===== src/common/osc_ctrl_defs.svh =====
`ifndef OSC_CTRL_DEFS_SVH
`define OSC_CTRL_DEFS_SVH

// ****************************************
// Register map
// ****************************************
`define OSC_ADDR_WIDTH 4
`define OSC_CTRL_OFFSET 4'h0
`define OSC_UNLOCK_OFFSET 4'h4
`define OSC_UNLOCK_KEY1 32'haa996655
`define OSC_UNLOCK_KEY2 32'h556699aa

// ****************************************
// Field positions
// ****************************************
`define OSC_PLL_ODIV_LSB 27
`define OSC_RC_DIV_LSB 24
`define OSC_SOSC_RDY_BIT 22
`define OSC_PERIPHERAL_BUS_DIVISOR_RDY_BIT 21
`define OSC_PERIPHERAL_BUS_DIVISOR_LSB 19
`define OSC_PLL_MULT_LSB 16
`define OSC_CUR_SRC_LSB 12
`define OSC_NEW_SRC_LSB 8
`define OSC_SEL_LOCK_BIT 7
`define OSC_USB_LOCK_BIT 6
`define OSC_SYS_LOCK_BIT 5
`define OSC_SLEEP_BIT 4
`define OSC_FAIL_BIT 3
`define OSC_USB_RC_BIT 2
`define OSC_SOSC_EN_BIT 1
`define OSC_SWITCH_BIT 0

// ****************************************
// Reset values and timing
// ****************************************
`define OSC_RC_DIV_RESET 3'h1
`define OSC_PERIPHERAL_BUS_DIVISOR_RESET 2'h3
`define OSC_SWITCH_CYCLES 4'h8
`define OSC_PERIPHERAL_BUS_DIVISOR_BUSY_CYCLES 4'h4

`endif


===== src/common/osc_ctrl_pkg.sv =====
package osc_ctrl_pkg;

	typedef struct packed {
		logic [2:0] pll_output_divider;
		logic [2:0] internal_rc_divider;
		logic [1:0] peripheral_bus_divisor;
		logic [2:0] pll_multiplier;
		logic [2:0] new_source_select;
		logic selection_lock;
		logic wait_enters_sleep;
		logic usb_internal_rc_enable;
		logic low_speed_osc_enable;
	} osc_ctrl_type;

	typedef struct packed {
		logic [2:0] initial_source_config;
		logic [1:0] switch_monitor_config;
		logic [2:0] pll_output_divider;
		logic [1:0] peripheral_bus_divisor;
		logic [2:0] pll_multiplier;
		logic low_speed_osc_enable;
	} osc_config_type;

	typedef struct packed {
		logic low_speed_osc_ready;
		logic usb_pll_locked;
		logic system_pll_locked;
		logic fail_safe_monitor;
	} osc_status_type;

	typedef enum logic [2:0] {
		SW_IDLE = 3'b001,
		SW_BUSY = 3'b010,
		SW_DONE = 3'b100
	} switch_state_type;

	typedef enum logic [2:0] {
		KEY_NONE = 3'b001,
		KEY_FIRST = 3'b010,
		KEY_OPEN = 3'b100
	} unlock_state_type;

endpackage


===== src/logic/osc_sync.sv =====
`timescale 1ns/10ps
module osc_sync (
	input wire logic i_clk_sys,
	input wire logic i_rstn,
	input wire logic [3:0] i_async,
	output logic [3:0] o_sync
);
	logic [3:0] meta_reg;

	// First stage feeds only the second stage
	always_ff @(posedge i_clk_sys or negedge i_rstn) begin
		if (!i_rstn) begin
			meta_reg <= 4'h0;
			o_sync <= 4'h0;
		end else begin
			meta_reg <= i_async;
			o_sync <= meta_reg;
		end
	end
endmodule // osc_sync


===== src/logic/osc_ctrl.sv =====
// Functional notes
// RULE_01 - Bits 29:27 pick PLL output divide 1,2,4,8,16,32,64,256.
// RULE_02 - Bits 26:24 pick internal RC divide, same table, reset divide by 2.
// RULE_03 - Bit 22 reads 1 only while low-speed oscillator is running and stable.
// RULE_04 - Bit 21 shows bus divisor writable; writes while 0 are dropped.
// RULE_05 - Bits 20:19 divide system clock by 1,2,4,8 for bus clock, default 11.
// RULE_06 - Bits 18:16 pick PLL multiply 15..21 or 24.
// RULE_07 - Bits 14:12 read back the active clock source, same encoding.
// RULE_08 - Bits 10:8 pick new source; reset loads them from configuration.
// RULE_09 - With monitor config 1x, lock bit 7 freezes clock and PLL fields.
// RULE_10 - With monitor config 0x, selections are never locked.
// RULE_11 - Bit 6 shows USB PLL locked or its start timer expired.
// RULE_12 - Bit 5 shows system PLL locked or its start timer satisfied.
// RULE_13 - Bit 4 set makes wait enter sleep, clear makes it idle.
// RULE_14 - Bit 3 sets when the fail-safe monitor sees a clock failure.
// RULE_15 - Writes take effect only right after the unlock key sequence.
// RULE_16 - Bits 31:30, 23, 15 and 11 read zero and ignore writes.
// RULE_17 - Writing 1 to bit 0 starts a switch; hardware clears it at the end.
// RULE_18 - Bit 1 turns the low-speed oscillator on or off.
// RULE_19 - Bit 2 routes internal RC to USB clock, else primary or USB PLL.
// RULE_20 - Current source follows new source only once the switch completes.
// RULE_21 - Failure flag stays until software clears it under unlock.
//
// The implementer's own choices: the address-and-strobe port and the register addresses.
`timescale 1ns/10ps
`include "osc_ctrl_defs.svh"
module osc_ctrl
	import osc_ctrl_pkg::*;
(
	input wire logic i_clk_sys,
	input wire logic i_rstn,
	input wire logic [`OSC_ADDR_WIDTH-1:0] i_addr,
	input wire logic [31:0] i_wdata,
	input wire logic i_wr,
	input wire logic i_rd,
	output logic [31:0] o_rdata,
	input wire osc_config_type i_config,
	input wire osc_status_type i_status,
	output osc_ctrl_type o_ctrl,
	output logic [2:0] o_current_source,
	output logic [8:0] o_pll_out_divide,
	output logic [8:0] o_rc_divide,
	output logic [3:0] o_bus_divide,
	output logic [4:0] o_pll_multiply,
	output logic o_switch_busy,
	output logic o_clock_failure
);

	// ****************************************
	// Helpers
	// ****************************************
	function automatic logic [8:0] div_of(input logic [2:0] code);
		logic [8:0] r;
		r = 9'h001;
		case (code)
			3'h7: r = 9'h100;
			default: r = 9'(9'h001 << code);
		endcase
		return r;
	endfunction

	function automatic logic [4:0] mult_of(input logic [2:0] code);
		logic [4:0] r;
		r = 5'h18;
		if (code != 3'h7) begin
			r = 5'(5'h0f + {2'h0, code});
		end
		return r;
	endfunction

	// Three-bit fields share one extractor so positions stay in the header
	function automatic logic [2:0] field3(input logic [31:0] word, input int lsb);
		logic [2:0] f;
		f = word[lsb +: 3];
		return f;
	endfunction

	// ****************************************
	// Input synchronisers
	// ****************************************
	logic [3:0] status_sync;
	osc_status_type st;

	osc_sync u_sync (
		.i_clk_sys(i_clk_sys),
		.i_rstn(i_rstn),
		.i_async(i_status),
		.o_sync(status_sync)
	);
	assign st = osc_status_type'(status_sync);

	// Strap levels carry no reset here; reset must span two edges so that
	// these stages hold a clean copy by the first edge after release
	osc_config_type cfg_meta_reg;
	osc_config_type cfg_sync_reg;

	always_ff @(posedge i_clk_sys) begin
		cfg_meta_reg <= i_config;
		cfg_sync_reg <= cfg_meta_reg;
	end

	// ****************************************
	// Configuration capture at reset release
	// ****************************************
	logic cfg_loaded_reg;
	logic [1:0] monitor_cfg_reg;

	always_ff @(posedge i_clk_sys or negedge i_rstn) begin
		if (!i_rstn) begin
			cfg_loaded_reg <= 1'b0;
			monitor_cfg_reg <= 2'h0;
		end else if (!cfg_loaded_reg) begin
			cfg_loaded_reg <= 1'b1;
			monitor_cfg_reg <= cfg_sync_reg.switch_monitor_config;
		end
	end

	// ****************************************
	// Unlock sequence
	// ****************************************
	unlock_state_type unlock_reg;
	logic wr_ctrl;
	logic wr_key;
	logic unlocked;

	assign wr_key = i_wr && (i_addr == `OSC_UNLOCK_OFFSET);
	assign unlocked = (unlock_reg == KEY_OPEN);
	assign wr_ctrl = i_wr && (i_addr == `OSC_CTRL_OFFSET) && unlocked; // [RULE_15]

	// Any write other than the expected key restores protection again
	always_ff @(posedge i_clk_sys or negedge i_rstn) begin
		if (!i_rstn) begin
			unlock_reg <= KEY_NONE;
		end else if (wr_key && i_wdata == `OSC_UNLOCK_KEY1) begin
			unlock_reg <= KEY_FIRST;
		end else if (i_wr) begin
			case (unlock_reg)
				KEY_FIRST: begin
					if (wr_key && i_wdata == `OSC_UNLOCK_KEY2) begin
						unlock_reg <= KEY_OPEN;
					end else begin
						unlock_reg <= KEY_NONE; // [RULE_15]
					end
				end
				default: begin
					unlock_reg <= KEY_NONE; // [RULE_15]
				end
			endcase
		end
	end

	// ****************************************
	// Control fields
	// ****************************************
	osc_ctrl_type ctrl_reg;
	logic sel_frozen;
	logic peripheral_bus_divisor_ok_reg;
	logic [3:0] peripheral_bus_divisor_cnt_reg;
	logic switch_reg;

	// Lock bit only bites when switching and monitoring is disabled
	assign sel_frozen = monitor_cfg_reg[1] && ctrl_reg.selection_lock; // [RULE_09] [RULE_10]

	// ****************************************
	// Write decode
	// ****************************************
	logic [1:0] peripheral_bus_divisor_wr;
	logic peripheral_bus_divisor_change;
	logic switch_start;

	assign peripheral_bus_divisor_wr = i_wdata[`OSC_PERIPHERAL_BUS_DIVISOR_LSB +: 2];
	// Rewriting the same divisor would block divisor writes for nothing
	assign peripheral_bus_divisor_change = wr_ctrl && peripheral_bus_divisor_ok_reg &&
		(peripheral_bus_divisor_wr != ctrl_reg.peripheral_bus_divisor);
	assign switch_start = wr_ctrl && i_wdata[`OSC_SWITCH_BIT] && !sel_frozen; // [RULE_17]

	always_ff @(posedge i_clk_sys or negedge i_rstn) begin
		if (!i_rstn) begin
			ctrl_reg <= '0;
			ctrl_reg.internal_rc_divider <= `OSC_RC_DIV_RESET; // [RULE_02]
			ctrl_reg.peripheral_bus_divisor <= `OSC_PERIPHERAL_BUS_DIVISOR_RESET; // [RULE_05]
		end else if (!cfg_loaded_reg) begin
			ctrl_reg.new_source_select <= cfg_sync_reg.initial_source_config; // [RULE_08]
			ctrl_reg.pll_output_divider <= cfg_sync_reg.pll_output_divider;
			ctrl_reg.pll_multiplier <= cfg_sync_reg.pll_multiplier;
			ctrl_reg.peripheral_bus_divisor <= cfg_sync_reg.peripheral_bus_divisor;
			ctrl_reg.low_speed_osc_enable <= cfg_sync_reg.low_speed_osc_enable;
		end else if (wr_ctrl) begin
			// Reserved bits are never stored [RULE_16]
			ctrl_reg.internal_rc_divider <= field3(i_wdata, `OSC_RC_DIV_LSB); // [RULE_02]
			ctrl_reg.wait_enters_sleep <= i_wdata[`OSC_SLEEP_BIT]; // [RULE_13]
			ctrl_reg.usb_internal_rc_enable <= i_wdata[`OSC_USB_RC_BIT]; // [RULE_19]
			ctrl_reg.low_speed_osc_enable <= i_wdata[`OSC_SOSC_EN_BIT]; // [RULE_18]
			if (!sel_frozen) begin
				ctrl_reg.pll_output_divider <= field3(i_wdata, `OSC_PLL_ODIV_LSB); // [RULE_01]
				ctrl_reg.pll_multiplier <= field3(i_wdata, `OSC_PLL_MULT_LSB); // [RULE_06]
				ctrl_reg.new_source_select <= field3(i_wdata, `OSC_NEW_SRC_LSB); // [RULE_08]
				ctrl_reg.selection_lock <= i_wdata[`OSC_SEL_LOCK_BIT]; // [RULE_09]
			end
			if (peripheral_bus_divisor_ok_reg) begin
				ctrl_reg.peripheral_bus_divisor <= peripheral_bus_divisor_wr; // [RULE_04]
			end
		end
	end

	// ****************************************
	// Bus divisor ready: busy while the new divide settles
	// ****************************************
	always_ff @(posedge i_clk_sys or negedge i_rstn) begin
		if (!i_rstn) begin
			peripheral_bus_divisor_ok_reg <= 1'b1;
			peripheral_bus_divisor_cnt_reg <= 4'h0;
		end else if (peripheral_bus_divisor_change) begin
			peripheral_bus_divisor_ok_reg <= 1'b0; // [RULE_04]
			peripheral_bus_divisor_cnt_reg <= `OSC_PERIPHERAL_BUS_DIVISOR_BUSY_CYCLES;
		end else if (peripheral_bus_divisor_cnt_reg != 4'h0) begin
			peripheral_bus_divisor_cnt_reg <= peripheral_bus_divisor_cnt_reg - 4'h1;
			peripheral_bus_divisor_ok_reg <= peripheral_bus_divisor_cnt_reg == 4'h1;
		end
	end

	// ****************************************
	// Clock switch sequencer
	// ****************************************
	switch_state_type sw_state_reg;
	logic [3:0] sw_cnt_reg;
	logic [2:0] cur_src_reg;

	always_ff @(posedge i_clk_sys or negedge i_rstn) begin
		if (!i_rstn) begin
			sw_state_reg <= SW_IDLE;
			sw_cnt_reg <= 4'h0;
			switch_reg <= 1'b0;
			cur_src_reg <= 3'h0;
		end else if (!cfg_loaded_reg) begin
			cur_src_reg <= cfg_sync_reg.initial_source_config;
		end else begin
			case (sw_state_reg)
				SW_IDLE: begin
					if (switch_start) begin
						switch_reg <= 1'b1; // [RULE_17]
						sw_cnt_reg <= `OSC_SWITCH_CYCLES;
						sw_state_reg <= SW_BUSY;
					end
				end
				SW_BUSY: begin
					if (sw_cnt_reg == 4'h1) begin
						sw_state_reg <= SW_DONE;
					end
					sw_cnt_reg <= sw_cnt_reg - 4'h1;
				end
				SW_DONE: begin
					// Source changes only when the switch finishes [RULE_20]
					cur_src_reg <= ctrl_reg.new_source_select; // [RULE_07]
					switch_reg <= 1'b0; // [RULE_17]
					sw_state_reg <= SW_IDLE;
				end
				default: begin
					sw_state_reg <= SW_IDLE;
				end
			endcase
		end
	end

	// ****************************************
	// Clock failure flag
	// ****************************************
	logic fail_reg;

	// A failure in the clearing cycle wins over the clear
	always_ff @(posedge i_clk_sys or negedge i_rstn) begin
		if (!i_rstn) begin
			fail_reg <= 1'b0;
		end else if (st.fail_safe_monitor) begin
			fail_reg <= 1'b1; // [RULE_14]
		end else if (wr_ctrl) begin
			fail_reg <= i_wdata[`OSC_FAIL_BIT]; // [RULE_21]
		end
	end

	// ****************************************
	// Read-back
	// ****************************************
	logic [31:0] ctrl_word;

	always_comb begin
		ctrl_word = 32'h0; // [RULE_16]
		ctrl_word[`OSC_PLL_ODIV_LSB +: 3] = ctrl_reg.pll_output_divider;
		ctrl_word[`OSC_RC_DIV_LSB +: 3] = ctrl_reg.internal_rc_divider;
		ctrl_word[`OSC_SOSC_RDY_BIT] = st.low_speed_osc_ready && ctrl_reg.low_speed_osc_enable; // [RULE_03]
		ctrl_word[`OSC_PERIPHERAL_BUS_DIVISOR_RDY_BIT] = peripheral_bus_divisor_ok_reg; // [RULE_04]
		ctrl_word[`OSC_PERIPHERAL_BUS_DIVISOR_LSB +: 2] = ctrl_reg.peripheral_bus_divisor;
		ctrl_word[`OSC_PLL_MULT_LSB +: 3] = ctrl_reg.pll_multiplier;
		ctrl_word[`OSC_CUR_SRC_LSB +: 3] = cur_src_reg; // [RULE_07]
		ctrl_word[`OSC_NEW_SRC_LSB +: 3] = ctrl_reg.new_source_select;
		ctrl_word[`OSC_SEL_LOCK_BIT] = ctrl_reg.selection_lock;
		ctrl_word[`OSC_USB_LOCK_BIT] = st.usb_pll_locked; // [RULE_11]
		ctrl_word[`OSC_SYS_LOCK_BIT] = st.system_pll_locked; // [RULE_12]
		ctrl_word[`OSC_SLEEP_BIT] = ctrl_reg.wait_enters_sleep;
		ctrl_word[`OSC_FAIL_BIT] = fail_reg;
		ctrl_word[`OSC_USB_RC_BIT] = ctrl_reg.usb_internal_rc_enable;
		ctrl_word[`OSC_SOSC_EN_BIT] = ctrl_reg.low_speed_osc_enable;
		ctrl_word[`OSC_SWITCH_BIT] = switch_reg;
	end

	// Unlock register and unmapped addresses read zero
	always_ff @(posedge i_clk_sys or negedge i_rstn) begin
		if (!i_rstn) begin
			o_rdata <= 32'h0;
		end else if (i_rd && i_addr == `OSC_CTRL_OFFSET) begin
			o_rdata <= ctrl_word;
		end else begin
			o_rdata <= 32'h0;
		end
	end

	// ****************************************
	// Registered outputs
	// ****************************************
	always_ff @(posedge i_clk_sys or negedge i_rstn) begin
		if (!i_rstn) begin
			o_ctrl <= '0;
			o_current_source <= 3'h0;
			o_switch_busy <= 1'b0;
			o_clock_failure <= 1'b0;
		end else begin
			o_ctrl <= ctrl_reg;
			o_current_source <= cur_src_reg;
			o_switch_busy <= switch_reg;
			o_clock_failure <= fail_reg;
		end
	end

	// Decoded ratios leave through flops so the clock tree never sees decode glitches
	always_ff @(posedge i_clk_sys or negedge i_rstn) begin
		if (!i_rstn) begin
			o_pll_out_divide <= 9'h001;
			o_rc_divide <= 9'h001;
			o_bus_divide <= 4'h1;
			o_pll_multiply <= 5'h0f;
		end else begin
			o_pll_out_divide <= div_of(ctrl_reg.pll_output_divider); // [RULE_01]
			o_rc_divide <= div_of(ctrl_reg.internal_rc_divider); // [RULE_02]
			o_bus_divide <= 4'(4'h1 << ctrl_reg.peripheral_bus_divisor); // [RULE_05]
			o_pll_multiply <= mult_of(ctrl_reg.pll_multiplier); // [RULE_06]
		end
	end

endmodule // osc_ctrl


===== config.mk =====
export PLATFORM = sky130hd
export DESIGN_NAME = osc_ctrl
export DESIGN_NICKNAME = d
export VERILOG_FILES = /design/src/common/osc_ctrl_pkg.sv /design/src/logic/osc_sync.sv /design/src/logic/osc_ctrl.sv
export VERILOG_INCLUDE_DIRS = /design/src /design/src/common
export SDC_FILE = /design/constraint.sdc
export NUM_CORES = 1
export LEC_CHECK = 0
export ABC_CLOCK_PERIOD_IN_PS = 3800
export BUFFER_PORTS_ARGS = -buffer_cell sky130_fd_sc_hd__buf_4
export CAP_MARGIN = 20
export CELL_PAD_IN_SITES_DETAIL_PLACEMENT = 0
export CELL_PAD_IN_SITES_GLOBAL_PLACEMENT = 1
export CORE_AREA = 2 2 109 111
export CTS_BUF_LIST = sky130_fd_sc_hd__clkbuf_8
export CTS_CLUSTER_SIZE = 28
export DETAILED_ROUTE_END_ITERATION = 6
export DIE_AREA = 0 0 111 113
export PLACE_DENSITY_LB_ADDON = 0.1
export SETUP_SLACK_MARGIN = 0.2
export SLEW_MARGIN = 20
export SYNTH_ARGS = -nofsm -noshare
export SYNTH_HDL_FRONTEND = slang
export SYNTH_SLANG_ARGS = --single-unit

===== constraint.sdc =====
create_clock -name i_clk_sys -period 3.8 [get_ports i_clk_sys]
set_clock_uncertainty 0.2 [all_clocks]
set_input_delay 0.57 -clock i_clk_sys [delete_from_list [all_inputs] [get_ports i_clk_sys]]
set_output_delay 0.57 -clock i_clk_sys [all_outputs]
set_load 0.01 [all_outputs]

; ---- Yosys cells after proc, flatten, opt, wreduce, memory -nomap -nowiden
; Cells that the tools add are included.
[word_totals]
register_bits = 157
out_inout_bits = 82
word_cells = 134
[classes]
addsub = 3
n_eq_ne = 20
n_shift = 3
mux = 30
bitwise_logic = 1
reduce_logical = 27
[ops]
columns = op, count
row1 = == test 32 x 31 -> 1 bit (second input constant), 1
row2 = == test 32 bit (second input constant), 1
row3 = 2-to-1 mux 3 bit, 10
row4 = 2-to-1 mux 30 bit, 1
row5 = 2-to-1 mux 18 bit, 1
row6 = 2-to-1 mux 9 bit, 2
row7 = left shift 1 x 3 -> 9 bit (first input constant), 2
row8 = == test 3 bit (second input constant), 4
row9 = logical AND 1 bit, 12
row10 = 2-to-1 mux 4 bit, 3
row11 = AND reduction 3 bit, 4
row12 = nonzero test 2 bit, 5
row13 = == test 4 x 1 -> 1 bit (second input constant), 2
row14 = 2-to-1 mux 8 bit, 1
row15 = case mux 4 bit (2 select lines), 1
row16 = subtractor 4 x 1 -> 4 bit (second input constant), 2
row17 = 2-to-1 mux 7 bit, 1
row18 = == test 3 x 2 -> 1 bit (second input constant), 2
row19 = 2-to-1 mux 1 bit, 6
row20 = != test 2 x 1 -> 1 bit (second input constant), 3
row21 = != test 2 bit (second input constant), 3
row22 = case mux 3 bit (2 select lines), 1
row23 = AND reduction 2 bit, 3
row24 = adder 4 x 3 -> 5 bit (first input constant), 1
row25 = 12 further kinds, 12

; ---- Longest topological paths before layout
; Gate-level depths: netlist of run 1.
[logic_depth]
word_depth = 7
depth_mapped = 6
ltp_nobuf = 6

; ---- Modules after synthesis
; A second synthesis of run 1 with hierarchy kept.
[hier_totals]
cells_unflattened = 396
area_unflattened_um2 = 5178.7
[modules_own_cells]
columns = mod, n_inst, cells_each, area_each_um2, seq_area_each_um2
row1 = osc_ctrl, 1, 388, 4978.5, 3414.5
row2 = osc_sync, 1, 8, 200.2, 200.2

; ---- Worst setup path before layout of run 1
; OpenSTA, ideal clock, no wires.
[synth_timing]
path_kind = input-to-reg
from = in i_wdata[2]
to = reg unlock_reg[0]
setup_time_ps = 88
arrival_time_ps = 1708
t_required_ps = 3512
setup_slack_ps = 1804
stages = 4
path_buffers = 0
path_cell_list = nand4bb_1 > or4_1 > or4_1 > nor2b_4
[synth_between]
elab_chain_cells = 6
[synth_lines]
columns = item, line_no
row1 = from (decl), osc_ctrl.sv:33  ; input wire logic [31:0] i_wdata,
row2 = == test 32 x 31 -> 1 bit (no line), -
row3 = logical AND 1 bit (no line), -
row4 = 2-to-1 mux 3 bit, osc_ctrl.sv:139  ; if (wr_key && i_wdata == `OSC_UNLOCK_KEY2) begin
row5 = 2-to-1 mux 3 bit, osc_ctrl.sv:137  ; case (unlock_reg)
row6 = 2-to-1 mux 3 bit, osc_ctrl.sv:136  ; end else if (i_wr) begin
row7 = 2-to-1 mux 3 bit, osc_ctrl.sv:134  ; end else if (wr_key && i_wdata == `OSC_UNLOCK_KEY1) begin
row8 = to (signal assigned), osc_ctrl.sv:133  ; unlock_reg <= KEY_NONE;
row9 = to (signal assigned), osc_ctrl.sv:135  ; unlock_reg <= KEY_FIRST;
row10 = to (signal assigned), osc_ctrl.sv:140  ; unlock_reg <= KEY_OPEN;
row11 = to (decl), osc_ctrl.sv:121  ; unlock_state_type unlock_reg;
; Several ways; a longest one is shown, not always the timed one. The select of a mux whose other input is x is not followed.
; A chain may end at the register's enable or synchronous reset.

; ---- Final worst setup path of run 1
[layout_timing]
from = reg unlock_reg[0]
to = reg ctrl_reg[15] in the netlist's numbering
[layout_between]
elab_chain_cells = 4
[layout_lines]
columns = item, line_no
row1 = == test 3 bit, osc_ctrl.sv:127  ; assign unlocked = (unlock_reg == KEY_OPEN);
row2 = logical AND 1 bit, osc_ctrl.sv:128  ; assign wr_ctrl = i_wr && (i_addr == `OSC_CTRL_OFFSET) && unlocked;
row3 = != test 2 x 1 -> 1 bit (no line), -
row4 = AND reduction 2 bit (no line), -
row5 = to (decl), osc_ctrl.sv:155  ; osc_ctrl_type ctrl_reg;
; No other way between the ends.

==> summary.md, run 1 <==
| Metric | Value |
|---|---|
| Status | complete, no violations |
| Dpl ws | 1.23 ns |
| DP Wirelength | 7710 um |
| # nets final | 590 |
| Final setup viols | 0 |
| Post-DRT Antenna Nets | 0 |
| Clk sink count | 149 |
| Io pins | 140 |
| Cell Pwr Density | 478 nW/um^2 |
| Die ar. | 12500 um^2 |
| Max Buffers Root-to-Sink | 2 |
| CP startpoint kind | flop |
| Placed cells | 645 |
| Slew margin rel. | 0.467 |
| # diodes | 0 |
| Initial DRC count | 101 |
| Final period util | 0.545 |
| Max_cap viols | 0 |
| Ys flop type | dfrtp_1 |
| Worst-margin pin slew | 0.793 ns |
| GR Overflow Total | 0 |
| Vias | 3397 |
| Syn avg cell area | 13.4 um^2 |
| Rows | 39 |
| Die W | 111 um |
| Initial antenna violation count | 0 |
| CTS buffer count | 17 |
| Final hold slack | 0.0449 ns |
| Gpl congestion | 0.751 |
| Core ar. | 11300 um^2 |
| Min-Delay Path Class | in -> reg |
| Vias per cell | 4.99 |
| Synth Register Bits | 149 |
| First-pass GRT wire length | 18000 um |
| Final setup TNS | 0 ns |
| PnR worst setup slack | 1.73 ns |
| Ys Warns | 0 |
| Vias in the first global route | 3473 |
| FMAX | 483 MHz |
| Max FO, Critical Path | 6 |
| Commonest non-fill, non-tap cell in the layout | buf_4 |
| Crit path capture type | flop |
| Port buffer count | 131 |
| Slew Limit Fails | 0 |
| Most frequent cells in the layout | buf_4 (134), dfrtp_1 (110), and3_1 (29) |
| Initial Util | 0.458 |
| Post-CTS Resized | 0 |
| Drt wl/cell | 16.2 um |
| Final hold vios | 0 |
| CTS clk-pin slew, worst paths | 0.08 ns |
| Unrepaired setup endpoints after global routing | false |
| Filler cells | 953 |
| Synthesized instance count | 384 |
| Die Span Y | 113 um |
| Largest net degree at the start of global routing | 74 |
| Fin cells | 681 |
| Clock Latency Late Sink | 0.42 ns |
| Maximum vdd drop | 0.209 mV |
| WP data arrival | 2.17 ns |
| WL final | 11000 um |
| WP data required | 3.90 ns |
| Total power draw | 3.20 mW |
| Post-synth EDFFs | 0 |
| First-pass detailed-route iteration total | 4 |
| Critical path class | reg -> reg |
| Root buf cell | clkbuf_8 |
| Max reg flops | 27 |
| Synth Cell Area | 5160 um^2 |
| # Post-CTS Setup Buffers | 0 |
| FFs w/ async S/R, synth | 0.826 |
| Area added between synthesis and finish | 29.7% |
| Global Route Usage Sum | 0.187 |
| CTS H-Tree Depth | 4 |
| Number of remaining DRC errors | 0 |
| CTS tree | yes |
| Synth unique cells | 47 |
| Final min period | 2.07 ns |
| Leakage | 3.41 nW |
| Post-synthesis sequential area ratio | 0.700 |
| Fraction of layout cells with a size suffix above 1 | 0.346 |
==> final timing paths <==
| check | startpoint | endpoint | slack, ns | cells after the start |
|---|---|---|---|---|
| min in group asynchronous | i_rstn | o_rdata[14]$_DFF_PN0_ | 0.50 | 2 |
| min | i_config[2] | cfg_meta_reg[2]$_DFF_P_ | 0.04 | 1 |
| max reg2reg | unlock_reg[0]$_DFFE_PN1P_ | ctrl_reg[15]$_DFFE_PN0P_ | 1.73 | 5 |
| max in group asynchronous | i_rstn | o_bus_divide[0]$_DFF_PN1_ | 2.02 | 3 |
| max | unlock_reg[0]$_DFFE_PN1P_ | ctrl_reg[15]$_DFFE_PN0P_ | 1.73 | 5 |
| min reg2reg | cfg_meta_reg[12]$_DFF_P_ | cfg_sync_reg[12]$_DFF_P_ | 0.12 | 0 |
==> power by group <==
group | internal [mW] | switching [mW] | total (mW)
clock | 0.575 | 0.560 | 1.14
combinational | 0.161 | 0.158 | 0.319
sequential | 1.68 | 0.0625 | 1.75
total | 2.42 | 0.781 | 3.20
==> area by class of cell <==
type                       count  area [um^2]  share of cell area
tap                          143          179              0.0267
inverter                      15         56.3             0.00841
clock inverter                14          138              0.0205
clock buffer                  17          234              0.0349
multi-input combinational    203         1400               0.209
timing repair buffer         140         1080               0.161
sequential                   149         3610               0.540
==> Yosys cell counts (7+ instances only) <==
| library cell | instances | area share |
|---|---|---|
| o21ai_0 | 8 | 0.0078 |
| and3_1 | 29 | 0.035 |
| inv_1 | 15 | 0.011 |
| nor2_1 | 20 | 0.015 |
| nor3b_1 | 8 | 0.012 |
| mux2i_1 | 16 | 0.031 |
| dfxtp_1 | 26 | 0.10 |
| nor3_1 | 9 | 0.0087 |
| nor4bb_1 | 11 | 0.021 |
| clkbuf_1 | 14 | 0.010 |
| buf_4 | 7 | 0.010 |
| a21oi_1 | 18 | 0.017 |
| dfstp_2 | 13 | 0.066 |
| dfrtp_1 | 110 | 0.53 |
| nand2_1 | 9 | 0.0065 |
==> critical path, cell delays in order, from the launching register on <==
cell	delay, ns
dfstp_2	0.55
and4bb_1	0.31
nand3_1	0.31
buf_4	0.25
mux2i_1	0.23
a21oi_1	0.09
==> cell families (layout without fill, tap and decap cells) <==
kind of cell | Yosys count | after routing | synth area share
compound gates | 40 | 40 | 0.0465
xor+xnor | 3 | 3 | 0.00509
fa+ha+maj | 6 | 6 | 0.0145
buf+inv | 38 | 186 | 0.0330
flops | 149 | 149 | 0.700
mux | 22 | 22 | 0.0441
other cells | 2 | 8 | 0.00145
simple gates | 124 | 124 | 0.155
==> per-stage QoR <==
stage	instance area (um^2)	utilization
CTS	6660	0.591
floorplan	5180	-
detailed placement	6280	0.557
global route	6700	0.594
global placement	6280	0.557
finish	6700	0.594
==> metal layers <==
layer,vias to the layer above,global-route usage,share of wire
li1,1617,-,-
met1,1664,0.255,0.46
met2,106,0.285,0.47
met3,10,0.0659,0.065
met4,0,0.0592,0.012
met5,-,0,0
==> what timing repair did <==
| action | CTS | global route |
|---|---|---|
| setup endpoints to repair | 0 | 0 |
| hold endpoints to repair | 46 | 4 |
| hold buffers | 1 | 4 |
No activity file was read; power rests on OpenSTA's default activity.
==> inputs of run 2 (changes only) <==
Settings changed: ABC_AREA set to 1, ABC_CLOCK_PERIOD_IN_PS 3800 to 1700, CORE_AREA 2 2 109 111 to 2 2 124 126, DIE_AREA 0 0 111 113 to 0 0 126 128.
Clock period 3.8 ns to 1.7 ns, I/O delays scaled along.
==> summary.md, run 2 <==
| Metric | Value |
|---|---|
| Status | complete, no violations |
| First-pass GRT wire length | 20400 um (+13%) |
| Final setup TNS | 0 ns (unchanged) |
| Crit path capture type | flop |
| Vias in the first global route | 4206 (+21%) |
| Unrepaired setup endpoints after global routing | true |
| CTS H-Tree Depth | 4 (unchanged) |
| Total stage count of the critical path | 8 (+3) |
| Area contributors post-synth | dfrtp_1 (51%), dfxtp_1 (9.7%), nand2_1 (7.9%), dfstp_2 (6.4%), inv_1 (5.5%) |
| CTS buffer count | 17 (unchanged) |
| Root buf cell | clkbuf_8 |
| CTS clk-pin slew, worst paths | 0.07 ns (about the same) |
| CP delay by family, top | simple AND/OR/NAND/NOR gates |
| Area added between synthesis and finish | 41.0% |
| CP bufs+invs | 2 (+1) |
| Vias | 4041 (+19%) |
| Global Route Usage Sum | 0.163 (-0.0244) |
| Fraction of layout cells with a size suffix above 1 | 0.298 (-0.0473) |
| Clk sink count | 149 (unchanged) |
| Count leader, synth | nand2_1 |
| Slew Limit Fails | 0 (unchanged) |
| Critical path's slowest cell | dfrtp_1 |
| Drt wl/cell | 13.5 um (-16%) |
| Reg-to-reg endpoint | ctrl_reg[0]$_DFFE_PN0P_ |
| Die ar. | 16100 um^2 (+29%) |
| Leakage | 3.93 nW (+15%) |
| Number of remaining DRC errors | 0 (unchanged) |
| Ys Warns | 0 (unchanged) |
| CP startpoint kind | flop |
| Dpl ws | 0.00932 ns (-1.22 ns) |
| Initial DRC count | 161 (+59%) |
| Cell repeated most along the worst path | buf_4 |
| Synth Cell Area | 5350 um^2 (+3.7%) |
| WP data required | 1.82 ns (-2.08 ns) |
| Synth Register Bits | 149 (unchanged) |
| FFs w/ async S/R, synth | 0.826 (unchanged) |
| Ys flop type | dfrtp_1 |
| Rows | 45 (+15%) |
| Post-DRT Antenna Nets | 0 (unchanged) |
| Final setup viols | 0 (unchanged) |
| Synth unique cells | 32 (-32%) |
| Die W | 126 um (+14%) |
| Port buffer count | 131 (unchanged) |
| Most frequent cells in the layout | buf_4 (137), dfrtp_1 (110), nand2_1 (108) |
| Final min period | 1.62 ns (-0.450 ns) |
| CP startpoint | unlock_reg[1]$_DFFE_PN0P_ |
| Critical path class | reg -> reg |
| Post-synth top cells | nand2_1 (113), dfrtp_1 (110), inv_1 (79), nor2_1 (62), nand3_1 (43) |
| Final hold vios | 0 (unchanged) |
| WL final | 12600 um (+15%) |
| Io pins | 140 (unchanged) |
| Post-synth EDFFs | 0 (unchanged) |
| Max reg flops | 27 (unchanged) |
| Maximum vdd drop | 0.521 mV (+150%) |
| Max incr delay on CP | 0.41 ns (-0.14 ns) |
| Core ar. | 14900 um^2 (+32%) |
| Commonest non-fill, non-tap cell in the layout | buf_4 |
| Final period util | 0.953 (+0.408) |
| # nets final | 795 (+35%) |
| Worst setup path end | ctrl_reg[0]$_DFFE_PN0P_ |
| Worst flop-to-flop path startpoint | unlock_reg[1]$_DFFE_PN0P_ |
| Cell Pwr Density | 1090 nW/um^2 (+130%) |
| FMAX | 617 MHz (+28%) |
| CTS tree | yes |
| WP data arrival | 1.75 ns (-0.42 ns) |
| Worst R2R Setup Slack | 0.08 ns (-1.65 ns) |
| Crit-path cells | nor2_2 > nand3_2 > nor2_8 > buf_4 > buf_4 > o21ai_0 > a21oi_1 > nor2_1 |
| Synthesized instance count | 534 (+39%) |
| Largest net degree at the start of global routing | 46 (-38%) |
| Max FO, Critical Path | 6 (unchanged) |
| GR Overflow Total | 0 (unchanged) |
| PnR worst setup slack | 0.0793 ns (-1.65 ns) |
| Gpl congestion | 0.751 (about the same) |
| Post-synthesis sequential area ratio | 0.675 (-0.0249) |
| DP Wirelength | 8830 um (+15%) |
| Initial Util | 0.360 (-0.0979) |
| Area share of the largest cell type after synthesis | 0.514 (-0.0189) |
| Die Span Y | 128 um (+13%) |
| First-pass detailed-route iteration total | 4 (unchanged) |
| Final hold slack | 0.0444 ns (-0.000589 ns) |
| Clock Latency Late Sink | 0.44 ns (+0.02 ns) |
| Min-Delay Path Class | in -> reg |
| # diodes | 0 (unchanged) |
| Vias per cell | 4.34 (-13%) |
| Max_cap viols | 0 (unchanged) |
| Area leader, netlist | dfrtp_1 |
| R2r worst-path depth | 8 (+3) |
| Max Buffers Root-to-Sink | 2 (unchanged) |
| Initial antenna violation count | 0 (unchanged) |
| Syn avg cell area | 10.0 um^2 (-25%) |
## run 2: metrics by stage
stage               std cells   util  total power, mW  cell area, um^2
finish                    932  0.508             8.24             7550
floorplan                 540      -             4.94             5380
global placement          852  0.444             5.41             6590
CTS                       930  0.504             8.33             7490
global route              932  0.508             8.74             7550
detailed placement        852  0.444             5.46             6590
## run 2: worst min-delay path by stage
stage,startpoint,end,cells after the start
floorplan,i_rstn,cfg_loaded_reg$_DFF_PN0_,0
global placement,i_rstn,o_rdata[5]$_DFF_PN0_,1
detailed placement,i_rstn,o_rdata[5]$_DFF_PN0_,1
CTS,i_wdata[21],unlock_reg[1]$_DFFE_PN0P_,6
global route,i_wdata[31],unlock_reg[2]$_DFFE_PN0P_,6
finish,i_wdata[31],unlock_reg[2]$_DFFE_PN0P_,6
## run 2: layout make-up
type | count | area (um^2)
Timing Repair Buffer | 187 | 1580
Sequential cell | 149 | 3610
Tap cell | 188 | 235
Inverter | 82 | 308
Fill cell | 1416 | 7310
Clock buffer | 20 | 275
Clock inverter | 12 | 115
Multi-Input combinational cell | 294 | 1420
## run 2: cell families after synthesis
family                     count (synthesis)  synth area share
and+or+nand+nor                          250             0.202
DFF                                      149             0.675
buffers and inverters                     97            0.0764
AOI/OAI and AO/OA                         28            0.0271
adders and majority gates                  6            0.0140
xor gates and xnor gates                   2           0.00327
other                                      2           0.00140
## run 2: power by group
group          switching [mW]  internal (mW)  leakage [nW]
logic                   0.814          0.679          1.94
clock network            1.26           1.40         0.214
registers               0.201           3.89          1.77
## run 2: per-layer routing
metal	global-route usage	up-vias	wire, um
met3	0.0530	9	602
met4	0.0491	0	123
met5	0	-	0
met1	0.194	1935	5440
li1	-	2017	-
met2	0.281	80	6460
## run 2: timing repair
action	CTS	global route
setup endpoints to repair	35	42
hold endpoints to repair	150	0
buffers inserted	8	2
hold buffers	38	0
pin swaps	9	8
resized for setup	15	15
## run 2: worst register-to-register path: stages, from the launching register on
cell	delay, ns
dfrtp_1	0.41
nor2_2	0.11
nand3_2	0.12
nor2_8	0.20
buf_4	0.14
buf_4	0.09
o21ai_0	0.06
a21oi_1	0.13
nor2_1	0.05
